`src/verilog/dccs_pkg.sv`:
```
// Shared constants and carrier types of the daisy-chain configuration shifter
package dccs_pkg;

  // ---------------------------------------------------------------------------
  // Chain geometry
  // ---------------------------------------------------------------------------
  localparam int CHAIN_LEN  = 21;
  localparam int CH_N       = 4;
  localparam int BOOST_W    = 5;
  localparam int OVR_POS    = 0;
  localparam int BOOST_BASE = 1;
  localparam int OUT_STAGE  = CHAIN_LEN - 1;
  localparam int SYNC_W     = 2;

  // ---------------------------------------------------------------------------
  // Buffering
  // ---------------------------------------------------------------------------
  localparam int FIFO_DEPTH = 4;

  // ---------------------------------------------------------------------------
  // Reset values
  // ---------------------------------------------------------------------------
  localparam logic [CHAIN_LEN-1:0] SHADOW_RST = 21'h000000;
  localparam logic [CH_N-1:0]      MUTE_RST   = 4'hF;
  localparam logic                 BIT_RST    = 1'h0;

  // ---------------------------------------------------------------------------
  // Carrier types
  // ---------------------------------------------------------------------------
  // Bit 0 is the pin-override flag, then five boost bits per channel, LSB first
  typedef struct packed {
    logic [CH_N-1:0][BOOST_W-1:0] boost;
    logic                         override;
  } dccs_cfg_t;

  typedef struct packed {
    logic clk;
    logic data;
    logic sel_n;
  } dccs_pins_t;

  localparam dccs_pins_t PINS_RST = 3'h1;

endpackage

```
`src/verilog/dccs_top.sv`:
```
// Daisy-chain configuration shifter: serial shadow chain, load latch, SIGNAL_LOST_FLAG muting
//
// Overview of operation
// - Deselected device ignores shared serial data.
// - Overflow bits leave on serial output.
// - New bit enters stage one, shifts upward.
// - Stage 21 bit drives output same cycle.
// - Serial output equals input delayed 20 clocks.
// - First 20 output bits are undefined.
// - Serial output changes only after rising edge.
// - Mute each channel while loss persists.
// - Sample on rising edges, keep last 21.
// - Select rising latches shadow into active settings; here it is queued, applied on cfg_apply_ready_in, refused when queue full.
`timescale 1ns/1ps
`default_nettype none

module dccs_top (
  // Clock, reset, enable
  input  wire logic                         ref_clk_in,
  input  wire logic                         arst_n_in,
  input  wire logic                         ce_in,
  // Serial configuration pins
  input  wire logic                         serial_clk_in,
  input  wire logic                         serial_cfg_in,
  input  wire logic                         cfg_load_select_n_in,
  output logic                              serial_cfg_out,
  // Loss-of-signal monitoring
  input  wire logic [dccs_pkg::CH_N-1:0]    signal_lost_flag_in,
  output logic      [dccs_pkg::CH_N-1:0]    chan_mute_out,
  // Active configuration
  input  wire logic                         cfg_apply_ready_in,
  output logic                              cfg_accept_ready_out,
  output logic                              cfg_pending_out,
  output logic                              cfg_applied_out,
  output dccs_pkg::dccs_cfg_t               cfg_active_out
);

  // ---------------------------------------------------------------------------
  // Pin synchronisers
  // ---------------------------------------------------------------------------
  // Stage 1 feeds only stage 2; stage 3 is the edge-detect history
  dccs_pkg::dccs_pins_t pins_raw;
  dccs_pkg::dccs_pins_t pins_s1_r;
  dccs_pkg::dccs_pins_t pins_s2_r;
  dccs_pkg::dccs_pins_t pins_s3_r;
  dccs_pkg::dccs_pins_t pins_s1_nxt;
  dccs_pkg::dccs_pins_t pins_s2_nxt;
  dccs_pkg::dccs_pins_t pins_s3_nxt;

  always_comb begin
    pins_raw.clk   = serial_clk_in;
    pins_raw.data  = serial_cfg_in;
    pins_raw.sel_n = cfg_load_select_n_in;
    pins_s1_nxt    = ce_in ? pins_raw  : pins_s1_r;
    pins_s2_nxt    = ce_in ? pins_s1_r : pins_s2_r;
    pins_s3_nxt    = ce_in ? pins_s2_r : pins_s3_r;
  end

  always_ff @(posedge ref_clk_in or negedge arst_n_in) begin
    if (!arst_n_in) begin
      pins_s1_r <= dccs_pkg::PINS_RST;
      pins_s2_r <= dccs_pkg::PINS_RST;
      pins_s3_r <= dccs_pkg::PINS_RST;
    end else begin
      pins_s1_r <= pins_s1_nxt;
      pins_s2_r <= pins_s2_nxt;
      pins_s3_r <= pins_s3_nxt;
    end
  end

  // ---------------------------------------------------------------------------
  // Edge detection
  // ---------------------------------------------------------------------------
  // Data and clock share sync depth, so data is sampled as it stood at the edge
  // History resets to the idle pin levels, so no false edge follows reset
  // Limitation: each serial clock phase must span three reference cycles
  logic sclk_rise;
  logic sel_rise;
  logic shift_en;

  always_comb begin
    sclk_rise = pins_s2_r.clk && !pins_s3_r.clk;
    sel_rise  = pins_s2_r.sel_n && !pins_s3_r.sel_n;
    shift_en  = ce_in && sclk_rise && !pins_s2_r.sel_n;
  end

  // ---------------------------------------------------------------------------
  // Shadow chain
  // ---------------------------------------------------------------------------
  // Index k holds shadow stage k+1; older bits move to higher stages
  logic [dccs_pkg::CHAIN_LEN-1:0] shadow_r;
  logic [dccs_pkg::CHAIN_LEN-1:0] shadow_nxt;

  always_comb begin
    shadow_nxt = shadow_r;
    if (shift_en) begin
      shadow_nxt = {shadow_r[dccs_pkg::CHAIN_LEN-2:0], pins_s2_r.data};
    end
  end

  always_ff @(posedge ref_clk_in or negedge arst_n_in) begin
    if (!arst_n_in) begin
      shadow_r <= dccs_pkg::SHADOW_RST;
    end else begin
      shadow_r <= shadow_nxt;
    end
  end

  // ---------------------------------------------------------------------------
  // Serial output
  // ---------------------------------------------------------------------------
  // Top stage is a flop, so the output moves only on a detected clock rise
  // and shows the bit in the same update that brings it into stage 21.
  // Through the first 20 rises it shows reset filler, not real data.
  // Held while deselected, so a chained neighbour sees no stray edges
  always_comb begin
    serial_cfg_out = shadow_r[dccs_pkg::OUT_STAGE];
  end

  // ---------------------------------------------------------------------------
  // Load path
  // ---------------------------------------------------------------------------
  // Shifting never touches the active word; only a select release queues it.
  // If the queue is full the new word is refused; cfg_accept_ready_out warns.
  // Trade-off: the queue rides out a stalled consumer at the cost of area.
  logic                              q_out_valid;
  logic                              q_out_ready;
  logic [dccs_pkg::CHAIN_LEN-1:0]    q_out_data;

  dccs_fifo #(
    .WIDTH (dccs_pkg::CHAIN_LEN),
    .DEPTH (dccs_pkg::FIFO_DEPTH)
  ) u_load_fifo (
    .ref_clk_in    (ref_clk_in),
    .arst_n_in     (arst_n_in),
    .ce_in         (ce_in),
    .in_valid_in   (sel_rise),
    .in_ready_out  (cfg_accept_ready_out),
    .in_data_in    (shadow_r),
    .out_valid_out (q_out_valid),
    .out_ready_in  (q_out_ready),
    .out_data_out  (q_out_data)
  );

  // ---------------------------------------------------------------------------
  // Active configuration
  // ---------------------------------------------------------------------------
  dccs_pkg::dccs_cfg_t active_r;
  dccs_pkg::dccs_cfg_t active_nxt;
  logic                applied_r;
  logic                applied_nxt;

  // Applied is a one-cycle strobe; the word holds until the next pop.
  // Reset word has the override clear, so pins keep control until a load.
  always_comb begin
    q_out_ready = cfg_apply_ready_in;
    active_nxt  = active_r;
    applied_nxt = ce_in ? 1'h0 : applied_r;
    if (ce_in && q_out_valid && q_out_ready) begin
      active_nxt  = dccs_pkg::dccs_cfg_t'(q_out_data);
      applied_nxt = 1'h1;
    end
  end

  always_ff @(posedge ref_clk_in or negedge arst_n_in) begin
    if (!arst_n_in) begin
      active_r  <= dccs_pkg::dccs_cfg_t'(dccs_pkg::SHADOW_RST);
      applied_r <= dccs_pkg::BIT_RST;
    end else begin
      active_r  <= active_nxt;
      applied_r <= applied_nxt;
    end
  end

  always_comb begin
    cfg_active_out  = active_r;
    cfg_applied_out = applied_r;
    cfg_pending_out = q_out_valid;
  end

  // ---------------------------------------------------------------------------
  // Per-channel loss-of-signal muting
  // ---------------------------------------------------------------------------
  // Muted from reset until the detector is seen settled
  // Flags are plain levels from the detector, so no edge logic is needed
  logic [dccs_pkg::CH_N-1:0] los_s1_r;
  logic [dccs_pkg::CH_N-1:0] los_s2_r;

  genvar ch;
  generate
    for (ch = 0; ch < dccs_pkg::CH_N; ch++) begin : g_chan
      logic s1_nxt;
      logic s2_nxt;

      always_comb begin
        s1_nxt = ce_in ? signal_lost_flag_in[ch] : los_s1_r[ch];
        s2_nxt = ce_in ? los_s1_r[ch] : los_s2_r[ch];
      end

      always_ff @(posedge ref_clk_in or negedge arst_n_in) begin
        if (!arst_n_in) begin
          los_s1_r[ch] <= dccs_pkg::MUTE_RST[ch];
          los_s2_r[ch] <= dccs_pkg::MUTE_RST[ch];
        end else begin
          los_s1_r[ch] <= s1_nxt;
          los_s2_r[ch] <= s2_nxt;
        end
      end

      always_comb begin
        chan_mute_out[ch] = los_s2_r[ch];
      end
    end
  endgenerate

endmodule

`default_nettype wire

```
`src/verilog/dccs_fifo.sv`:
```
// Parameterised valid/ready FIFO carrying latched configuration words
`timescale 1ns/1ps
`default_nettype none

module dccs_fifo #(
  parameter int WIDTH = 21,
  parameter int DEPTH = 4
) (
  // Clock and reset
  input  wire logic             ref_clk_in,
  input  wire logic             arst_n_in,
  input  wire logic             ce_in,
  // Fill side
  input  wire logic             in_valid_in,
  output logic                  in_ready_out,
  input  wire logic [WIDTH-1:0] in_data_in,
  // Drain side
  output logic                  out_valid_out,
  input  wire logic             out_ready_in,
  output logic      [WIDTH-1:0] out_data_out
);

  localparam int AW = $clog2(DEPTH);

  logic [WIDTH-1:0] mem_r [DEPTH];
  logic [AW:0]      wr_ptr_r;
  logic [AW:0]      wr_ptr_nxt;
  logic [AW:0]      rd_ptr_r;
  logic [AW:0]      rd_ptr_nxt;
  logic             full;
  logic             empty;
  logic             push;
  logic             pop;

  // ---------------------------------------------------------------------------
  // Status and next pointers
  // ---------------------------------------------------------------------------
  always_comb begin
    empty         = (wr_ptr_r == rd_ptr_r);
    full          = (wr_ptr_r[AW] != rd_ptr_r[AW]) && (wr_ptr_r[AW-1:0] == rd_ptr_r[AW-1:0]);
    in_ready_out  = !full;
    out_valid_out = !empty;
    out_data_out  = mem_r[rd_ptr_r[AW-1:0]];
    push          = ce_in && in_valid_in && !full;
    pop           = ce_in && out_ready_in && !empty;
    wr_ptr_nxt    = push ? wr_ptr_r + (AW+1)'(1) : wr_ptr_r;
    rd_ptr_nxt    = pop  ? rd_ptr_r + (AW+1)'(1) : rd_ptr_r;
  end

  // ---------------------------------------------------------------------------
  // Registers
  // ---------------------------------------------------------------------------
  always_ff @(posedge ref_clk_in or negedge arst_n_in) begin
    if (!arst_n_in) begin
      wr_ptr_r <= '0;
      rd_ptr_r <= '0;
    end else begin
      wr_ptr_r <= wr_ptr_nxt;
      rd_ptr_r <= rd_ptr_nxt;
    end
  end

  // Storage has no reset; words are only read once written
  always_ff @(posedge ref_clk_in) begin
    if (push) begin
      mem_r[wr_ptr_r[AW-1:0]] <= in_data_in;
    end
  end

endmodule

`default_nettype wire

```
`config.mk`:
```
export PLATFORM = sky130hd
export DESIGN_NAME = dccs_top
export DESIGN_NICKNAME = d
export VERILOG_FILES = /design/src/verilog/dccs_pkg.sv /design/src/verilog/dccs_top.sv /design/src/verilog/dccs_fifo.sv
export SDC_FILE = /design/constraint.sdc
export NUM_CORES = 1
export LEC_CHECK = 0
export BUFFER_PORTS_ARGS = -buffer_cell sky130_fd_sc_hd__buf_4
export CAP_MARGIN = 20
export CORE_ASPECT_RATIO = 0.5
export CORE_MARGIN = 8
export CORE_UTILIZATION = 30
export CTS_CLUSTER_SIZE = 14
export DETAILED_ROUTE_END_ITERATION = 6
export GPL_ROUTABILITY_DRIVEN = 0
export SETUP_SLACK_MARGIN = 0.5
export SLEW_MARGIN = 20
export SYNTH_ARGS = -nofsm -noshare
export SYNTH_HDL_FRONTEND = slang
export SYNTH_HIERARCHICAL = 1
export SYNTH_SLANG_ARGS = --single-unit
```
`constraint.sdc`:
```
create_clock -name ref_clk_in -period 5.37 [get_ports ref_clk_in]
set_clock_uncertainty 0.1 [all_clocks]
set_input_delay 1.074 -clock ref_clk_in [delete_from_list [all_inputs] [get_ports ref_clk_in]]
set_output_delay 1.074 -clock ref_clk_in [all_outputs]
set_load 0.01 [all_outputs]
```
==> flow_summary.ini, run 1 <==
[pwr]
p_leak_nw = 2.588
power_mw = 3.632
vdd_drop_max_mv = 0.2478
p_per_area_nw_per_um2 = 522.1

[critical_path]
worstPathMaxFanout = 24
r2r_start = u_load_fifo/rd_ptr_r[0]$_DFFE_PN0P_
startpoint = u_load_fifo/rd_ptr_r[0]$_DFFE_PN0P_
path_class = reg -> out
endpoint_kind = primary output
worstSetupStartpointType = flop
cp.required_ns = 4.20
arrival_ns = 1.79
path_common_cell = buf_4
slowest_stage = xnor2_4
crit_path_max_incr_delay_ns = 0.38
path_cells = buf_4 -> xnor2_4 -> nand3_1 -> buf_4
cp_top_family = buffers and inverters
ff2ff_setup_slack_ns = 3.04
critPathBufInv = 2

[timing]
worst_pin_slew_ns = 0.9175
rsz0062_at_grt = false
hold_viol = 0
maxSlewHeadroom = 0.3883
setup_violations = 0
min_period_ns = 2.968
fin_setup_tns_ns = 0
fmax_ghz = 0.3369
fin_crit_sh = 0.5527
setup_slack_ns = 2.402
whs_ns = 0.3959
maxSlewViolCount = 0

[clocking]
clock_latency_ns = 0.41
cts_tree = yes
cts.sink_count = 149
cts_root_buf = clkbuf_16
clockBufferDepth = 2
post_cts_buffers = 0
holdBufCountCts = 0
cts_resized = 0
path_clk_slew_ns = 0.06
numCtsBuffers = 17
cts_htree_levels = 4

[detailed_routing]
routedWlPerCell_um = 15.71
route.detailed.drc = 0
ant_nets = 0
dr.pass1.iters = 4
routed_wl_um = 9533
via_per_inst = 4.247
vias = 2578
drtIter0Drc = 159

[finish]
seq_area_um2 = 4163
final_nets = 344
mostFrequentLayoutCell = edfxtp_1
stdcell_count = 607
area_growth_pct = 19.47
n_fill_cell = 1787
drive_gt1_frac = 0.5015
final_core_util = 0.3616
antenna_cells = 0
design_area_um2 = 6955
layout_common_cells = edfxtp_1 (84), dfrtp_1 (54), buf_4 (41), mux2_2 (37), mux2_4 (22)
multi_input_area_um2 = 1569

[floorplan]
coreArea_um2 = 19230
die_area_um2 = 24390
initial_utilization = 0.3027
ios = 40
die_x_um = 213.0
dieHeight_um = 114.5
rows = 36

[global_route]
grt_overflow = 0
grt_pass1_wl_um = 15920
grt_pass1_vias = 2862
grt_antenna_before_repair = 0
grt_max_degree = 66
track_usage = 0.08625

[synthesis]
avgSynthCellArea_um2 = 20.87
ys_seq_area_frac = 0.7150
yosysWarnings = 6
synth_area_um2 = 5822
synth_cells = 279
ys_ff_latch = 149
synthTopCellsByArea = edfxtp_1 (43%), dfrtp_1 (23%), mux4_2 (8.1%), mux2_2 (7.2%), mux2_4 (5.7%)
synth_cell_type_count = 31
synth_top_area_frac = 0.4333
yosys.area.top_type = edfxtp_1
syn_nets = 295

[place]
port_buffers = 39
dp_cells = 575
dpl_cell_area_um2 = 6384
hpwl_um = 5607
pre_cts_ws_ns = 2.186

[worst_hold_path]
min_path_type = reg -> reg
min_from = cfg_active_out[11]$_DFFE_PN0P_

[run_status]
status = completed

[flow_run]
maxCapViolations = 0
[cells by family (layout without fill, tap and decap cells)]
| kind of cell | Yosys count | after routing | synth area share |
|---|---|---|---|
| xor+xnor | 6 | 6 | 0.01483 |
| simple gates | 15 | 15 | 0.01548 |
| buf+inv | 15 | 77 | 0.01870 |
| fa+ha+maj | 5 | 5 | 0.01075 |
| compound gates | 8 | 8 | 0.01376 |
| mux | 81 | 81 | 0.2115 |
| flops | 149 | 149 | 0.7150 |
[per-layer routing]
| metal | vias up | global-route usage | routed length (um) |
|---|---|---|---|
| met5 | - | 0 | 0 |
| li1 | 1181 | - | - |
| met2 | 29 | 0.1350 | 4521 |
| met1 | 1355 | 0.1060 | 4553 |
| met4 | 0 | 0.04026 | 187 |
| met3 | 13 | 0.03033 | 271 |
[state kept, by name, summed over array words and instances, names as in the netlist]
register and cells:
shadow_r 21, u_load_fifo/mem_r 84, pins_s2_r 3, los_s1_r 4
pins_s3_r 2, chan_mute_out 4, cfg_applied_out 1, pins_s1_r 3
cfg_active_out 21, u_load_fifo/rd_ptr_r 3, u_load_fifo/wr_ptr_r 3
[report_power, final]
part | leakage (nW) | switching, mW | internal (mW)
sequential | 1.55 | 0.129 | 1.44
combinational | 0.766 | 0.431 | 0.496
clock | 0.268 | 0.450 | 0.686
total | 2.59 | 1.01 | 2.62
[cell usage after synthesis]
cell type	n
xnor2_4	1
xor2_1	1
nand3_1	4
mux2_1	1
xnor2_1	2
mux2_2	37
dfrtp_1	54
xnor2_2	1
nor2b_1	1
mux2_4	22
ha_1	5
buf_6	1
a31oi_2	1
nand3_2	1
buf_12	2
and2_1	3
and4bb_4	1
buf_2	4
a31oi_1	1
nand2_1	5
o21ai_0	1
dfstp_2	11
edfxtp_1	84
clkbuf_1	2
xor2_2	1
mux4_2	21
buf_4	2
o311ai_1	2
a211o_1	2
inv_1	4
a31oi_4	1
[final timing paths]
path	endpoint	cells past startpoint
worst max register to register	cfg_active_out[11]$_DFFE_PN0P_	5
worst min-delay path	cfg_active_out[11]$_DFFE_PN0P_	1
worst max-delay path	cfg_pending_out	4
max in group asynchronous	cfg_active_out[1]$_DFFE_PN0P_	1
worst min register to register	cfg_active_out[11]$_DFFE_PN0P_	1
min in group asynchronous	cfg_active_out[18]$_DFFE_PN0P_	1
[layout make-up]
cell class                      instances  share of cell area
Sequential cell                       149              0.5985
Multi-Input combinational cell        115              0.2256
Clock buffer                           21             0.06332
Tap cell                              266             0.04785
Timing Repair Buffer                   41             0.04425
Clock inverter                         11             0.01835
Inverter                                4            0.002159
Power figures use the tool's default switching activity.
==> run 2, diff against run 1 <==
--- a/config.mk
+++ b/config.mk
@@ -5,6 +5,7 @@
 export SDC_FILE = /design/constraint.sdc
 export NUM_CORES = 1
 export LEC_CHECK = 0
+export ABC_AREA = 1
 export BUFFER_PORTS_ARGS = -buffer_cell sky130_fd_sc_hd__buf_4
 export CAP_MARGIN = 20
 export CORE_ASPECT_RATIO = 0.5
==> constraint.sdc (replaced) <==
create_clock -name ref_clk_in -period 2.4 [get_ports ref_clk_in]
set_clock_uncertainty 0.1 [all_clocks]
set_input_delay 0.48 -clock ref_clk_in [delete_from_list [all_inputs] [get_ports ref_clk_in]]
set_output_delay 0.48 -clock ref_clk_in [all_outputs]
set_load 0.01 [all_outputs]
==> flow_summary.ini, run 2 <==
[synthesis]
synth_area_um2 = 5987
synth_top_area_frac = 0.4213
synth_cells = 512
synthTopCellsByArea = edfxtp_1 (42%), dfrtp_1 (23%), nand2_1 (5.9%), dfstp_2 (4.8%), o21ai_0 (4.2%)
async_reset_ff_frac = 0.4362
yosysWarnings = 6
synth_ff_type = edfxtp_1
synth_edf_count = 84
ys_ff_latch = 149
avgSynthCellArea_um2 = 11.69
synth_cell_type_count = 28
yosys.area.top_type = edfxtp_1
syn_nets = 528
ys_seq_area_frac = 0.6953
ys_top_cells_by_count = nand2_1 (94), edfxtp_1 (84), dfrtp_1 (54), nor2_1 (54), o21ai_0 (50)
yosysMostFrequentCell = nand2_1

[global_route]
grt_overflow = 0
track_usage = 0.1002
grt_pass1_vias = 3716
grt_max_degree = 44
grt_antenna_before_repair = 0
grt_pass1_wl_um = 19650

[timing]
setup_violations = 0
worst_pin_slew_ns = 0.5183
hold_viol = 0
fin_crit_sh = 0.7956
rsz0062_at_grt = true
fin_setup_tns_ns = 0
maxSlewHeadroom = 0.6545
min_period_ns = 1.909
maxSlewViolCount = 0
fmax_ghz = 0.5237

[finish]
drive_gt1_frac = 0.2301
seq_area_um2 = 4165
antenna_cells = 0
layout_common_cells = nand2_1 (92), edfxtp_1 (84), dfrtp_1 (52), buf_4 (52)
final_nets = 581
largest_reg_flops = 84
n_fill_cell = 1875
area_growth_pct = 21.82
mostFrequentLayoutCell = nand2_1
multi_input_area_um2 = 1508
design_area_um2 = 7293

[critical_path]
ff2ff_setup_slack_ns = 0.62
endpoint_kind = primary output
worstPathMaxFanout = 2
timing.rr.end = u_load_fifo/mem_r[1][12]$_DFFE_PP_
cp.required_ns = 1.82
r2r_start = pins_s2_r[0]$_DFFE_PN1P_
worstSetupStartpointType = flop
path_class = reg -> out
rr_worst_depth = 7
arrival_ns = 1.33

[pwr]
combPwrFrac = 0.278
p_sw_frac = 0.3287
p_int_mw = 5.790
power_mw = 8.625
p_leak_nw = 3.033
clkPwrFrac = 0.321
vdd_drop_max_mv = 0.5450
seqPwrFrac = 0.401
p_per_area_nw_per_um2 = 1183
switchingPower_mw = 2.836

[clocking]
cts_tree = yes
cts_root_buf = clkbuf_16
clock_latency_ns = 0.42
clockBufferDepth = 2
numCtsBuffers = 17
cts_htree_levels = 4
path_clk_slew_ns = 0.07
cts.sink_count = 149

[place]
port_buffers = 39
hpwl_um = 7249
dpl_cell_area_um2 = 6536

[worst_hold_path]
hold_path_end = pins_s1_r[0]$_DFFE_PN1P_
min_from = cfg_load_select_n_in
hold_depth = 3
min_path_type = in -> reg

[detailed_routing]
via_per_inst = 4.511
dr.pass1.iters = 5
drtIter0Drc = 279
vias = 3807
routedWlPerCell_um = 14.95
routed_wl_um = 12620
route.detailed.drc = 0
ant_nets = 0

[floorplan]
ios = 40
die_x_um = 215.8
initial_utilization = 0.3070
rows = 36
die_area_um2 = 25010
dieHeight_um = 115.9
coreArea_um2 = 19500

[run_status]
status = completed

[flow_run]
maxCapViolations = 0
[run 2: changes by cell type in the layout (fill, tap and decap cells not counted), sizes merged, moves of 7 or more]
cell / previous run / this run
mux2: 60 / 0
nand3: 5 / 31
buf: 41 / 59
o21ai: 1 / 73
a21oi: 0 / 7
nand2: 5 / 98
mux4: 21 / 0
nor2: 0 / 55
o22ai: 0 / 21
inv: 6 / 52
[run 2: logic make-up after synthesis]
group | Yosys count | share of synthesized area
buffers and inverters | 71 | 0.05956
XOR/XNOR | 3 | 0.007525
flip-flops | 149 | 0.6953
adder cells (fa/ha/maj) | 5 | 0.01045
AND/OR/NAND/NOR | 183 | 0.1315
AO/OA/AOI/OAI | 101 | 0.09572
[run 2: metal layers]
| layer | wire, um | global-route usage |
|---|---|---|
| met1 | 5989 | 0.1276 |
| met3 | 729 | 0.03283 |
| met2 | 5809 | 0.1595 |
| met4 | 94 | 0.03520 |
| met5 | 0 | 0 |
[run 2: layout make-up]
type	instances	share of cell area
timing repair buffer	60	0.06845
multi-input combinational	293	0.2067
sequential	149	0.5711
clock inverter	14	0.02590
clock buffer	18	0.05884
inverter	44	0.02333
tap	266	0.04563
[run 2: worst max path at each step]
stage               cells past startpoint                                 from                            endpoint
floorplan                               6             pins_s2_r[0]$_DFFE_PN1P_   u_load_fifo/mem_r[0][0]$_DFFE_PP_
global placement                        7             pins_s2_r[0]$_DFFE_PN1P_  u_load_fifo/mem_r[3][15]$_DFFE_PP_
detailed placement                      5                                ce_in       cfg_active_out[1]$_DFFE_PN0P_
CTS                                     3  u_load_fifo/wr_ptr_r[0]$_DFFE_PN0P_                     cfg_pending_out
global route                            3  u_load_fifo/rd_ptr_r[0]$_DFFE_PN0P_                     cfg_pending_out
finish                                  3  u_load_fifo/rd_ptr_r[0]$_DFFE_PN0P_                     cfg_pending_out
[run 2: power by group through the flow]
stage | combinational, mW | clock (mW) | sequential [mW]
after CTS | 2.36 | 2.82 | 3.46
after global placement | 2.17 | 0 | 3.51
final | 2.40 | 2.77 | 3.46
after detailed placement | 2.21 | 0 | 3.52
after global routing | 2.67 | 2.94 | 3.51
after floorplan | 1.42 | 0 | 3.52
[run 2: timing repair]
item,CTS,global route
setup endpoints to repair,2,108
cloned,0,1
buffers inserted,6,2
hold buffers,1,0
resized for setup,7,10
pin swaps,3,2
endpoints found under the hold margin,26,0
[run 2: critical path: stages (launching register included)]
cell and delay (ns):
dfrtp_2 0.45, xnor2_4 0.24, nand3_4 0.09, buf_6 0.13
[run 2: through the flow]
step	setup slack (ns)	util	cells	hold slack, ns
detailed placement	0.4675	0.3351	802	0.3645
global placement	0.5009	0.3351	802	0.3567
finish	0.4906	0.3739	844	0.1679
CTS	0.4716	0.3706	841	0.1561
global route	0.4412	0.3739	844	0.1512
floorplan	0.4072	-	512	0.08441
==> run 3, diff against run 2 <==
--- a/config.mk
+++ b/config.mk
@@ -5,7 +5,7 @@
 export SDC_FILE = /design/constraint.sdc
 export NUM_CORES = 1
 export LEC_CHECK = 0
-export ABC_AREA = 1
+export ABC_AREA = 0
 export BUFFER_PORTS_ARGS = -buffer_cell sky130_fd_sc_hd__buf_4
 export CAP_MARGIN = 20
 export CORE_ASPECT_RATIO = 0.5
==> constraint.sdc (replaced) <==
create_clock -name ref_clk_in -period 1.7 [get_ports ref_clk_in]
set_clock_uncertainty 0.1 [all_clocks]
set_input_delay 0.34 -clock ref_clk_in [delete_from_list [all_inputs] [get_ports ref_clk_in]]
set_output_delay 0.34 -clock ref_clk_in [all_outputs]
set_load 0.01 [all_outputs]
==> flow_summary.ini, run 3 (synthesis gave the netlist of run 1 again) <==
[run_status]
status = complete, but fails checks
violations = negative setup slack

[finish]
final_nets = 435
mostFrequentLayoutCell = edfxtp_1
largest_reg_flops = 84
antenna_cells = 0
area_growth_pct = 44.79
drive_gt1_frac = 0.6458
layout_common_cells = edfxtp_1 (84), buf_4 (55), dfrtp_1 (49), buf_6 (47), mux2_4 (42)

[floorplan]
die_x_um = 213.0
dieHeight_um = 114.5
initial_utilization = 0.3027
die_area_um2 = 24390
coreArea_um2 = 19230
ios = 40
rows = 36

[critical_path]
arrival_ns = 1.50
worstSetupStartpointType = flop
critPathBufInv = 3
worstPathMaxFanout = 4
path_cells = buf_6 -> xnor2_4 -> nand3_4 -> buf_6 -> buf_6
path_common_cell = buf_6
endpoint_kind = primary output
crit_path_max_incr_delay_ns = 0.40
path_class = reg -> out
cp_top_family = flip-flops
slowest_stage = dfrtp_1
cp.required_ns = 1.26

[global_route]
grt_pass1_wl_um = 18730
grt_pass1_vias = 3214
grt_max_degree = 24
grt_overflow = 0
track_usage = 0.1030
grt_antenna_before_repair = 0

[clocking]
path_clk_slew_ns = 0.06
clock_latency_ns = 0.42
numCtsBuffers = 17
cts_root_buf = clkbuf_16
cts_htree_levels = 4
clockBufferDepth = 2
cts_tree = yes
cts.sink_count = 149

[detailed_routing]
drtIter0Drc = 180
via_per_inst = 4.338
routed_wl_um = 11900
route.detailed.drc = 0
routedWlPerCell_um = 17.05
ant_nets = 0
dr.pass1.iters = 4
vias = 3028

[place]
port_buffers = 39
hpwl_um = 6624
pre_cts_ws_ns = -0.02579

[pwr]
p_per_area_nw_per_um2 = 1674
p_leak_nw = 3.364
vdd_drop_max_mv = 0.7736
power_mw = 14.11

[flow_run]
maxCapViolations = 0

[timing]
hold_viol = 0
worst_pin_slew_ns = 0.3939
maxSlewViolCount = 0
maxSlewHeadroom = 0.7374
fmax_ghz = 0.5160
setup_violations = 109
min_period_ns = 1.938
rsz0062_at_grt = true
setup_slack_ns = -0.2380
fin_crit_sh = 1.140

[worst_hold_path]
min_path_type = in -> reg
-- run 3: metrics by stage --
| stage | instance area (um^2) | hold slack, ns | utilization | TNS, ns | std cells |
|---|---|---|---|---|---|
| after floorplan | 6012 | -0.05559 | - | -1.807 | 279 |
| after global placement | 6929 | 0.1976 | 0.3603 | -0.3782 | 611 |
| after detailed placement | 6929 | 0.1959 | 0.3603 | -0.2911 | 611 |
| after CTS | 8263 | 0.04171 | 0.4296 | -13.92 | 687 |
| after global routing | 8429 | 0.04392 | 0.4383 | -20.85 | 698 |
| final | 8429 | 0.05829 | 0.4383 | -13.97 | 698 |
-- run 3: worst paths after layout --
kind / start / end / slack, ns / depth (start not counted)
min: cfg_load_select_n_in / pins_s1_r[0]$_DFFE_PN1P_ / 0.06 / 2
max: u_load_fifo/rd_ptr_r[0]$_DFFE_PN0P_ / cfg_pending_out / -0.24 / 5
max reg2reg: u_load_fifo/rd_ptr_r[0]$_DFFE_PN0P_ / u_load_fifo/mem_r[2][13]$_DFFE_PP_ / -0.19 / 7
max in group asynchronous: arst_n_in / chan_mute_out[3]$_DFFE_PN1P_ / 0.67 / 3
min reg2reg: pins_s3_r[2]$_DFFE_PN0P_ / pins_s3_r[2]$_DFFE_PN0P_ / 0.40 / 1
min in group asynchronous: arst_n_in / cfg_active_out[16]$_DFFE_PN0P_ / 0.28 / 2
-- run 3: layout make-up --
cell class | instances | area [um^2]
Inverter | 4 | 15.01
Tap cell | 266 | 332.8
Timing Repair Buffer | 132 | 1595
Sequential cell | 149 | 4169
Multi-Input combinational cell | 115 | 1758
Clock inverter | 13 | 116.4
Fill cell | 1645 | 10800
Clock buffer | 19 | 442.9
-- run 3: worst reg2reg max path, cell delays in order (launching register included) --
cell and delay, ns:
dfrtp_1 0.40, buf_6 0.14, xnor2_4 0.14, buf_4 0.15, a31oi_4 0.14, and2_4 0.19
buf_12 0.11, bufbuf_16 0.25
-- run 3: per-layer routing --
metal  vias to the layer above  wire length, um  global-route usage
met3                         8              380             0.02951
met2                        50             5671              0.1611
met5                         -                0                   0
met1                      1596             5742              0.1372
li1                       1374                -                   -
met4                         0              107             0.03156
-- run 3: where the power goes --
group | leakage (nW) | switching, mW | internal, mW
Sequential | 1.55 | 0.467 | 4.56
Combinational | 1.54 | 2.02 | 3.53
Clock | 0.272 | 1.58 | 1.96
-- run 3: timing repair --
| item | 4_1_cts | 5_1_grt |
|---|---|---|
| cloned | 9 | 1 |
| pin swaps | 9 | 7 |
| hold buffers | 1 | 0 |
| resized for setup | 61 | 12 |
| setup endpoints to repair | 162 | 162 |
| endpoints found under the hold margin | 21 | 0 |
| setup buffers | 34 | 10 |
